## config.mk

```make
export PLATFORM = sky130hd
export DESIGN_NAME = arp_restart
export DESIGN_NICKNAME = d
export VERILOG_FILES = /design/src/hw/arp_pkg.sv /design/src/hw/arp_restart.sv
export SDC_FILE = /design/constraint.sdc
export NUM_CORES = 1
export LEC_CHECK = 0
export ABC_AREA = 1
export BUFFER_PORTS_ARGS = -buffer_cell sky130_fd_sc_hd__buf_2
export CAP_MARGIN = 20
export CELL_PAD_IN_SITES_DETAIL_PLACEMENT = 1
export CELL_PAD_IN_SITES_GLOBAL_PLACEMENT = 2
export CORE_UTILIZATION = 27
export CTS_CLUSTER_SIZE = 40
export DETAILED_ROUTE_END_ITERATION = 7
export PLACE_DENSITY = 0.77
export SYNTH_ARGS = -nofsm -noshare
export SYNTH_HDL_FRONTEND = slang
export SYNTH_SLANG_ARGS = --single-unit
```

## constraint.sdc

```tcl
create_clock -name ref_clk -period 1.5 [get_ports ref_clk]
set_input_delay 0.225 -clock ref_clk [delete_from_list [all_inputs] [get_ports ref_clk]]
set_output_delay 0.225 -clock ref_clk [all_outputs]
set_load 0.05 [all_outputs]
```

## src/hw/arp_pkg.sv

```systemverilog
// Package: constants and types of the automatic restart policy block
package arp_pkg;

  // ----------------------------------------------------------------
  // Mode codes
  // ----------------------------------------------------------------
  localparam logic [2:0] ARP_MODE_LOCKED    = 3'h0;
  localparam logic [2:0] ARP_MODE_ACK_ON    = 3'h1;
  localparam logic [2:0] ARP_MODE_PF        = 3'h2;
  localparam logic [2:0] ARP_MODE_UV_FLT    = 3'h3;
  localparam logic [2:0] ARP_MODE_UV        = 3'h4;
  localparam logic [2:0] ARP_MODE_PF_FLT    = 3'h5;
  localparam logic [2:0] ARP_MODE_ALL       = 3'h6;

  // ----------------------------------------------------------------
  // Attempt limit
  // ----------------------------------------------------------------
  localparam int         ARP_CNT_W          = 4;
  localparam logic [3:0] ARP_LIMIT_MAX      = 4'ha;
  localparam logic [3:0] ARP_LIMIT_DEFAULT  = 4'h3;
  localparam logic [3:0] ARP_CNT_ZERO       = 4'h0;
  localparam logic [3:0] ARP_CNT_ONE        = 4'h1;

  typedef enum logic [1:0] {
    ARP_ST_RUN,
    ARP_ST_OFF,
    ARP_ST_RETRY,
    ARP_ST_GIVEUP
  } arp_state_t;

endpackage : arp_pkg

```

## src/hw/arp_restart.sv

```systemverilog
// Module: automatic restart decision logic after supply return or fault
//
// Operation
// - Mode 0 never acknowledges faults or restarts; a fresh run command is needed.
// - Mode 1 clears all pending faults once the supply returns after a power failure.
// - Mode 1 never starts by itself; a run command rising after return starts.
// - Modes 1 and 2, and mode 5 unless run was applied unpowered, leave undervoltage faults for manual clearing.
// - Mode 2 clears only the supply-loss fault after a power failure and restarts.
// - Mode 2 starts on a run command applied unpowered only if ready at failure.
// - The attempt limit counts only in modes 3 and 4.
// - A restart interrupted by a new fault is retried up to the limit in mode 3; mode 4 does not retry it.
// - Mode 3 clears all faults and restarts for failure and undervoltage alike.
// - Mode 3 ignores a run command applied unpowered if ready before failure.
// - Mode 4 clears only supply loss and restarts; an unpowered run command is ignored.
// - Mode 5 always restarts on an unpowered run command, clearing all faults in the same cycle.
// - Mode 6 clears all faults and starts on return; an outage run command starts.
// - With run held, faults in operation are cleared and restarted only in modes 3, 6.
`timescale 1ns/100ps
`default_nettype none

module arp_restart
  import arp_pkg::*;
(
  // Clock and reset
  input  wire logic                  ref_clk,
  input  wire logic                  sys_rst,
  // Settings
  input  wire logic [2:0]            restart_mode_select,
  input  wire logic [arp_pkg::ARP_CNT_W-1:0] restart_attempt_limit,
  // Supply and run command pins
  input  wire logic                  supply_ok,
  input  wire logic                  supply_uv,
  input  wire logic                  run_cmd_di,
  // Fault monitor
  input  wire logic                  fault_pending,
  input  wire logic                  supply_loss_fault,
  input  wire logic                  drive_ready,
  // Actions to the drive core
  output logic                       clear_all_faults,
  output logic                       clear_supply_loss,
  output logic                       drive_start,
  output logic                       retries_exhausted,
  output logic [arp_pkg::ARP_CNT_W-1:0] attempt_count
);
  import arp_pkg::*;

  // ----------------------------------------------------------------
  // Input synchronisers
  // ----------------------------------------------------------------
  // Pins come from outside the clock domain; first stage read only here
  logic [3:0] sync1_q, sync1_d, sync2_q, sync2_d;
  logic       sok, suv, run, rdy, run_pin;

  always_comb begin
    sync1_d = {drive_ready, run_cmd_di, supply_uv, supply_ok};
    sync2_d = sync1_q;
  end

  always_ff @(posedge ref_clk) begin
    if (sys_rst) begin
      sync1_q <= 4'h0;
      sync2_q <= 4'h0;
    end else begin
      sync1_q <= sync1_d;
      sync2_q <= sync2_d;
    end
  end

  assign sok = sync2_q[0];
  assign suv = sync2_q[1];
  assign run = sync2_q[2] & sync2_q[0];
  assign rdy = sync2_q[3];
  // Raw pin level, only to see a run applied while unpowered
  assign run_pin = sync2_q[2];

  // ----------------------------------------------------------------
  // Policy state
  // ----------------------------------------------------------------
  arp_state_t             st_q, st_d;
  logic                   uv_q, uv_d;        // outage was undervoltage
  logic                   rdy_q, rdy_d;      // ready when power failed
  logic                   flt_q, flt_d;      // fault pending at failure
  logic                   onoff_q, onoff_d;  // run applied while unpowered
  logic                   sok_q, run_q, runp_q;
  logic [ARP_CNT_W-1:0]   cnt_q, cnt_d;
  logic                   clr_all_d, clr_sl_d, start_d;
  logic                   clr_all_q, clr_sl_q, start_q;
  logic                   limited, ret_edge, run_rise, cnt_ok;
  logic [ARP_CNT_W-1:0]   lim;

  always_comb begin
    // Out-of-range limit is clipped rather than trusted
    lim = (restart_attempt_limit > ARP_LIMIT_MAX) ? ARP_LIMIT_MAX
                                                  : restart_attempt_limit;
    limited  = (restart_mode_select == ARP_MODE_UV_FLT) ||
               (restart_mode_select == ARP_MODE_UV);
    cnt_ok   = !limited || (cnt_q < lim);
    ret_edge = sok & ~sok_q;
    run_rise = run & ~run_q;
    st_d      = st_q;
    uv_d      = uv_q;
    rdy_d     = rdy_q;
    flt_d     = flt_q;
    onoff_d   = onoff_q;
    cnt_d     = cnt_q;
    clr_all_d = 1'b0;
    clr_sl_d  = 1'b0;
    start_d   = 1'b0;
    unique case (st_q)
      ARP_ST_RUN: begin
        if (!sok) begin
          st_d    = ARP_ST_OFF;
          uv_d    = suv;
          rdy_d   = rdy;
          // Supply loss latches before the outage is seen; only other
          // faults count here (a loss plus another fault is missed)
          flt_d   = fault_pending && !supply_loss_fault;
          onoff_d = 1'b0;
        end else if (fault_pending && run && !clr_all_q && !clr_sl_q) begin
          // The cycle after a clear still shows the old fault: skipped
          // Faults raised in operation
          if ((restart_mode_select == ARP_MODE_UV_FLT) ||
              (restart_mode_select == ARP_MODE_ALL)) begin
            if (cnt_ok) begin
              clr_all_d = 1'b1;
              st_d      = ARP_ST_RETRY;
              if (limited)
                cnt_d = cnt_q + ARP_CNT_ONE;
            end else begin
              st_d = ARP_ST_GIVEUP;
            end
          end
        end else if (!fault_pending && run_rise && rdy) begin
          start_d = 1'b1;  // Ordinary start by the run command
        end
      end
      ARP_ST_OFF: begin
        if (!runp_q && run_pin)
          onoff_d = 1'b1;
        if (ret_edge) begin
          st_d = ARP_ST_RUN;
          unique case (restart_mode_select)
            ARP_MODE_ACK_ON:
              clr_all_d = !uv_q;
            ARP_MODE_PF: begin
              clr_sl_d = !uv_q && supply_loss_fault;
              start_d  = !uv_q && run && (!onoff_q || rdy_q);
            end
            ARP_MODE_UV_FLT: begin
              // Failure and undervoltage treated alike
              clr_all_d = 1'b1;
              start_d   = run && !(onoff_q && rdy_q);
            end
            ARP_MODE_UV: begin
              clr_sl_d = supply_loss_fault;
              start_d  = run && !onoff_q && !flt_q;
            end
            ARP_MODE_PF_FLT: begin
              clr_all_d = !uv_q || onoff_q;
              start_d   = run && (!uv_q || onoff_q);
            end
            ARP_MODE_ALL: begin
              clr_all_d = 1'b1;
              start_d   = run;
            end
            default: ;
          endcase
          if (start_d && limited) begin
            if (cnt_ok)
              cnt_d = cnt_q + ARP_CNT_ONE;
            else begin
              start_d   = 1'b0;
              clr_all_d = 1'b0;
              clr_sl_d  = 1'b0;
              st_d      = ARP_ST_GIVEUP;
            end
          end
        end
      end
      ARP_ST_RETRY: begin
        // One cycle after the clear, restart if still commanded
        st_d    = ARP_ST_RUN;
        start_d = run && sok;
      end
      ARP_ST_GIVEUP: begin
        // Latest fault stays pending; run removal rearms the sequence
        if (!run) begin
          st_d  = ARP_ST_RUN;
          cnt_d = ARP_CNT_ZERO;
        end
      end
    endcase
    // A clean run with no fault ends the attempt series
    // Not in the start cycle: a refault only shows one cycle later
    if (st_q == ARP_ST_RUN && sok && run && !fault_pending && rdy &&
        !start_q)
      cnt_d = ARP_CNT_ZERO;
  end

  always_ff @(posedge ref_clk) begin
    if (sys_rst) begin
      st_q      <= ARP_ST_RUN;
      uv_q      <= 1'b0;
      rdy_q     <= 1'b0;
      flt_q     <= 1'b0;
      onoff_q   <= 1'b0;
      sok_q     <= 1'b0;
      run_q     <= 1'b0;
      runp_q    <= 1'b0;
      cnt_q     <= ARP_CNT_ZERO;
      clr_all_q <= 1'b0;
      clr_sl_q  <= 1'b0;
      start_q   <= 1'b0;
    end else begin
      st_q      <= st_d;
      uv_q      <= uv_d;
      rdy_q     <= rdy_d;
      flt_q     <= flt_d;
      onoff_q   <= onoff_d;
      sok_q     <= sok;
      run_q     <= run;
      runp_q    <= run_pin;
      cnt_q     <= cnt_d;
      clr_all_q <= clr_all_d;
      clr_sl_q  <= clr_sl_d;
      start_q   <= start_d;
    end
  end

  assign clear_all_faults  = clr_all_q;
  assign clear_supply_loss = clr_sl_q;
  assign drive_start       = start_q;
  assign retries_exhausted = (st_q == ARP_ST_GIVEUP);
  assign attempt_count     = cnt_q;

  // ----------------------------------------------------------------
  // Assertions
  // ----------------------------------------------------------------
  a_mode0_quiet: assert property (@(posedge ref_clk) disable iff (sys_rst)
    (restart_mode_select == ARP_MODE_LOCKED) |=> !clear_all_faults)
    else $error("mode 0 cleared faults");
  a_mode1_no_auto: assert property (@(posedge ref_clk) disable iff (sys_rst)
    (st_q == ARP_ST_OFF && ret_edge && restart_mode_select == ARP_MODE_ACK_ON)
    |=> !drive_start)
    else $error("mode 1 started on supply return");
  a_mode1_ack: assert property (@(posedge ref_clk) disable iff (sys_rst)
    (st_q == ARP_ST_OFF && ret_edge && !uv_q &&
     restart_mode_select == ARP_MODE_ACK_ON) |=> clear_all_faults)
    else $error("mode 1 missed acknowledgement");
  a_uv_kept: assert property (@(posedge ref_clk) disable iff (sys_rst)
    (st_q == ARP_ST_OFF && ret_edge && uv_q && !onoff_q &&
     (restart_mode_select == ARP_MODE_ACK_ON ||
      restart_mode_select == ARP_MODE_PF ||
      restart_mode_select == ARP_MODE_PF_FLT)) |=> !clear_all_faults)
    else $error("undervoltage fault auto cleared");
  a_mode2_only_sl: assert property (@(posedge ref_clk) disable iff (sys_rst)
    (restart_mode_select == ARP_MODE_PF) |=> !clear_all_faults)
    else $error("mode 2 cleared all faults");
  a_mode4_only_sl: assert property (@(posedge ref_clk) disable iff (sys_rst)
    (restart_mode_select == ARP_MODE_UV) |=> !clear_all_faults)
    else $error("mode 4 cleared all faults");
  a_count_bound: assert property (@(posedge ref_clk) disable iff (sys_rst)
    limited && $stable(restart_attempt_limit) && cnt_q <= lim
    |=> cnt_q <= lim)
    else $error("attempt count passed the limit");
  a_count_locked: assert property (@(posedge ref_clk) disable iff (sys_rst)
    (!limited && $past(!limited)) |-> $stable(cnt_q) || cnt_q == ARP_CNT_ZERO)
    else $error("attempts counted in an unlimited mode");
  a_oper_fault: assert property (@(posedge ref_clk) disable iff (sys_rst)
    (st_q == ARP_ST_RUN && sok && fault_pending && run &&
     !clr_all_q && !clr_sl_q &&
     restart_mode_select == ARP_MODE_ALL) |=> clear_all_faults ##1
    (drive_start == (run && sok)))
    else $error("mode 6 operation fault not restarted");

  c_mode6_return: cover property (@(posedge ref_clk) disable iff (sys_rst)
    restart_mode_select == ARP_MODE_ALL && ret_edge ##1 drive_start);
  c_retry: cover property (@(posedge ref_clk) disable iff (sys_rst)
    st_q == ARP_ST_RETRY ##1 drive_start);
  c_giveup: cover property (@(posedge ref_clk) disable iff (sys_rst)
    st_q == ARP_ST_GIVEUP);

endmodule : arp_restart

`default_nettype wire

```

==> results.txt <==
----------------------------------------------------
[Status]
  Outcome ... complete, but fails checks
  Violated checks ... negative setup slack

[Logic synthesis]
  Most frequent cell after synthesis ... sky130_fd_sc_hd__nand2_1
  Distinct cell type count of the synthesized netlist ... 28
  Synthesis warning total ... 0
  Average instance area after synthesis ... ~7 µm²
  Synth top cells by count ... sky130_fd_sc_hd__nand2_1, sky130_fd_sc_hd__inv_1, sky130_fd_sc_hd__dfxtp_1, sky130_fd_sc_hd__nor2_1, sky130_fd_sc_hd__nand3_1
  Post-synthesis sequential area ratio ... 0.361
  Post-synthesis net count ... 212
  Number of instances in the synthesized netlist ... a little under 200
  Number of enable flip-flop cells after synthesis ... 0
  Async set-reset flop share out of synthesis ... 0
  Area fraction of the dominant cell type after synthesis ... 0.361
  Yosys reg bits ... 24
  Cell area after technology mapping ... 1330 µm²
  Primary FF master, synth ... sky130_fd_sc_hd__dfxtp_1
  Area contributors post-synth ... sky130_fd_sc_hd__dfxtp_1, sky130_fd_sc_hd__nand2_1, sky130_fd_sc_hd__inv_1
  Largest area contributor in the synthesized netlist ... sky130_fd_sc_hd__dfxtp_1

[Clock network]
  CTS tree ... yes
  Clock Tree Root ... sky130_fd_sc_hd__clkbuf_8
  Clock latency of the later-clocked register in the worst-skew pair ... approximately 0.27 ns
  H-tree depth reported by CTS ... 1
  Hold-fix buffers at CTS ... 0
  Num CTS Buffers ... 3
  Clock transition at the register clock pins on the worst setup and hold paths after CTS ... roughly 0.090 ns
  Number of sinks driven by the clock tree ... 24
  Clk buf depth ... 2

[STA]
  Final Max Slew Viols ... 0
  Setup violators final ... 1
  Minimum clock period after layout ... approximately 1.5 ns
  RSZ-0062 raised after global routing ... yes
  Accumulated negative setup slack ... -0.0162 ns
  Final clock period utilization by the worst path ... 1.01
  Max Clock Freq ... about 660 MHz
  Max-slew headroom at the worst pin ... 0.761
  Worst Slack Setup Final ... -0.0162 ns
  Final Hold Vio Count ... 0
  Final clock skew ... around 0.0023 ns
  Transition at the pin with the smallest max-transition slack ... approximately 0.35 ns

[Floorplanning]
  Top-level port count ... 23
  Core Area ... around 4700 µm²
  Initial Utilization ... 0.282
  Die height ... approximately 72 µm
  Die Footprint ... 5220 µm²
  Site Rows ... 25
  Chip Width ... 72.2 µm

[Cells and area]
  Fillcell total ... between 600 and 700
  Final cell utilization of the core ... 0.380
  # nets final ... about 260
  Fraction of layout cells with a size suffix above 1 ... 0.347
  P&R area growth vs syn ... 34.9%
  Area taken by multi-input logic gates ... between 700 and 800 µm²
  Area used by sequential logic in the layout ... between 400 and 500 µm²
  # diodes ... 0

[Drt]
  Average vias per placed instance ... 4.40
  Total length of routed wires ... between 3 and 4 mm
  Met3 Wirelength ... around 63 µm
  Remaining antenna violation count ... 0
  Met1 layer wirelength in the final routing ... around 1.8 mm
  Violation count after the first detailed-route iteration ... 29
  Highest metal layer with signal wires ... met4
  Via Count ... ~1300
  Met2 routed wirelength ... 1.63 mm
  DRC Markers ... 0
  Count of TritonRoute iterations in the first routing pass ... 4
  Average routed wire per standard cell ... between 10 and 15 µm

[Global routing]
  Global-route wire length before repair ... roughly 5.7 mm
  Antenna violations before repair ... 0
  Largest net degree at the start of global routing ... 17
  Total congestion overflow ... 0
  Via count of the first global-routing pass ... 1287
  All-layer global routing usage ... 0.143

[Pwr]
  Fraction of power spent switching nets ... 0.334
  Power share of the sequential group ... 0.415
  Internal Pwr Total ... 1.16 mW
  Portion of total power attributed to combinational logic ... 0.285
  Power density normalized to cell area ... roughly 970 nW/µm²
  Proportion of power drawn by the clock network ... 0.300
  Switching Power ... 582 µW
  Total power draw ... 1.74 mW
  Static leakage ... approximately 0.90 nW
  IR Drop Worst-Case VDD ... about 0.00036 V

[Worst hold path]
  Hold Path Sink ... sync1_q[3]$_SDFF_PP0_
  Hold depth ... 3
  Start point of the worst min-delay path ... drive_ready
  Path category of the worst min-delay check ... in -> reg

[Setup path]
  Data required time at the worst endpoint ... 1.71 ns
  End of the worst register-to-register path ... attempt_count[1]$_SDFFE_PP0P_
  Critical path arrival ... between 1.5 and 2 ns
  Register-to-register path setup slack ... -0.02 ns
  Highest fanout seen on the critical path ... 5
  Startpoint Class ... flop
  Reg-to-reg startpoint ... onoff_q$_SDFFE_PP0P_
  Number of cell instances on the worst register-to-register path ... 10
  Crit end category ... flop
  Class of the most critical setup path ... reg -> reg

[Place]
  Number of buffers inserted by port buffering ... 22
  Final weighted congestion in routability-driven placement ... 0.757
  Dpl ws ... -0.0799 ns
  Post-DP HPWL ... about 2.8 mm

[Flow run]
  Max-capacitance violation count ... 0

----------------------------------------------------
-- placed cells by master, fill, tap and decap left out, types with 2 or more instances in the layout --
cell type / instances
sky130_fd_sc_hd__inv_1: 32
sky130_fd_sc_hd__nand2_4: 3
sky130_fd_sc_hd__o41ai_1: 2
sky130_fd_sc_hd__inv_2: 3
sky130_fd_sc_hd__nand4_1: 3
sky130_fd_sc_hd__nand3_2: 3
sky130_fd_sc_hd__dfxtp_4: 3
sky130_fd_sc_hd__ha_1: 2
sky130_fd_sc_hd__o21ai_0: 4
sky130_fd_sc_hd__nand3_1: 17
sky130_fd_sc_hd__dfxtp_2: 3
sky130_fd_sc_hd__nor2_2: 3
sky130_fd_sc_hd__a21oi_1: 11
sky130_fd_sc_hd__ha_4: 2
sky130_fd_sc_hd__buf_2: 21
sky130_fd_sc_hd__clkinv_2: 2
sky130_fd_sc_hd__dfxtp_1: 18
sky130_fd_sc_hd__buf_4: 19
sky130_fd_sc_hd__nand2_2: 5
sky130_fd_sc_hd__nor2_4: 3
sky130_fd_sc_hd__a31oi_1: 3
sky130_fd_sc_hd__clkbuf_8: 3
sky130_fd_sc_hd__nor2_1: 22
sky130_fd_sc_hd__or2_2: 2
sky130_fd_sc_hd__nand2_1: 35
-- what timing repair did --
item | CTS | global route
gates cloned | 0 | 0
buffers inserted | 1 | 0
resized for setup | 2 | 9
pin swaps | 4 | 8
setup endpoints to repair | 5 | 7
-- worst max-delay path, stage by stage (launching register included) --
cell and delay [ns]:
sky130_fd_sc_hd__dfxtp_2 0.35, sky130_fd_sc_hd__or2_1 0.20, sky130_fd_sc_hd__o21ai_1 0.11, sky130_fd_sc_hd__nand2_1 0.10, sky130_fd_sc_hd__nand2_4 0.09, sky130_fd_sc_hd__nand2_4 0.05
sky130_fd_sc_hd__a21oi_4 0.22, sky130_fd_sc_hd__nand2_4 0.10, sky130_fd_sc_hd__nand2_2 0.08, sky130_fd_sc_hd__nand2_2 0.05, sky130_fd_sc_hd__nor2_2 0.11
-- state kept, by name, indices dropped and copies added, names as in the netlist --
| name | flops |
|---|---|
| clear_all_faults | 1 |
| sync1_q | 4 |
| onoff_q | 1 |
| rdy_q | 1 |
| runp_q | 1 |
| drive_start | 1 |
| sync2_q | 4 |
| sok_q | 1 |
| clear_supply_loss | 1 |
| flt_q | 1 |
| uv_q | 1 |
| run_q | 1 |
| attempt_count | 4 |
| st_q | 2 |
-- cell type report --
type | instances | share of cell area
Tap cell | 67 | 0.0467
Clock buffer | 4 | 0.0369
Multi-Input combinational cell | 129 | 0.415
Sequential cell | 24 | 0.276
Timing Repair Buffer | 41 | 0.142
Inverter | 38 | 0.0836
-- power by group through the flow --
stage / Sequential, mW / Clock [mW] / Combinational (mW)
after CTS: 0.719 / 0.547 / 0.480
after detailed placement: 0.732 / 0 / 0.474
after global routing: 0.729 / 0.574 / 0.550
final: 0.721 / 0.523 / 0.496
after global placement: 0.732 / 0 / 0.470
after floorplan: 0.757 / 0 / 0.277
-- logic make-up after synthesis --
| logic type | synth area share |
|---|---|
| simple gates | 0.358 |
| buf+inv | 0.118 |
| compound gates | 0.125 |
| flops | 0.361 |
| fa+ha+maj | 0.0376 |
-- worst max-delay path by stage --
stage          slack [ns]                          start  cells after the start                       endpoint
2_1_floorplan        0.02  attempt_count[1]$_SDFFE_PP0P_                     11  attempt_count[0]$_SDFFE_PP0P_
3_3_place_gp        -0.08       restart_attempt_limit[3]                     15  attempt_count[1]$_SDFFE_PP0P_
3_5_place_dp        -0.08       restart_attempt_limit[3]                     15  attempt_count[1]$_SDFFE_PP0P_
4_1_cts             -0.05           onoff_q$_SDFFE_PP0P_                     10  attempt_count[1]$_SDFFE_PP0P_
5_1_grt             -0.11           onoff_q$_SDFFE_PP0P_                     10  attempt_count[1]$_SDFFE_PP0P_
6_report            -0.02           onoff_q$_SDFFE_PP0P_                     10  attempt_count[1]$_SDFFE_PP0P_
-- stage by stage --
step	cells	instance area (µm²)	hold slack (ns)
2_1_floorplan	193	1360	0.332
3_3_place_gp	298	1680	0.392
3_5_place_dp	298	1680	0.398
4_1_cts	303	1760	0.136
5_1_grt	303	1800	0.144
6_report	303	1800	0.144
-- routing by layer --
metal | global-route usage | up-vias
met5 | 0 | -
met4 | 0.0588 | 0
met3 | 0.0208 | 4
met2 | 0.235 | 11
met1 | 0.188 | 624
li1 | - | 695
Power figures use the tool's default switching activity.
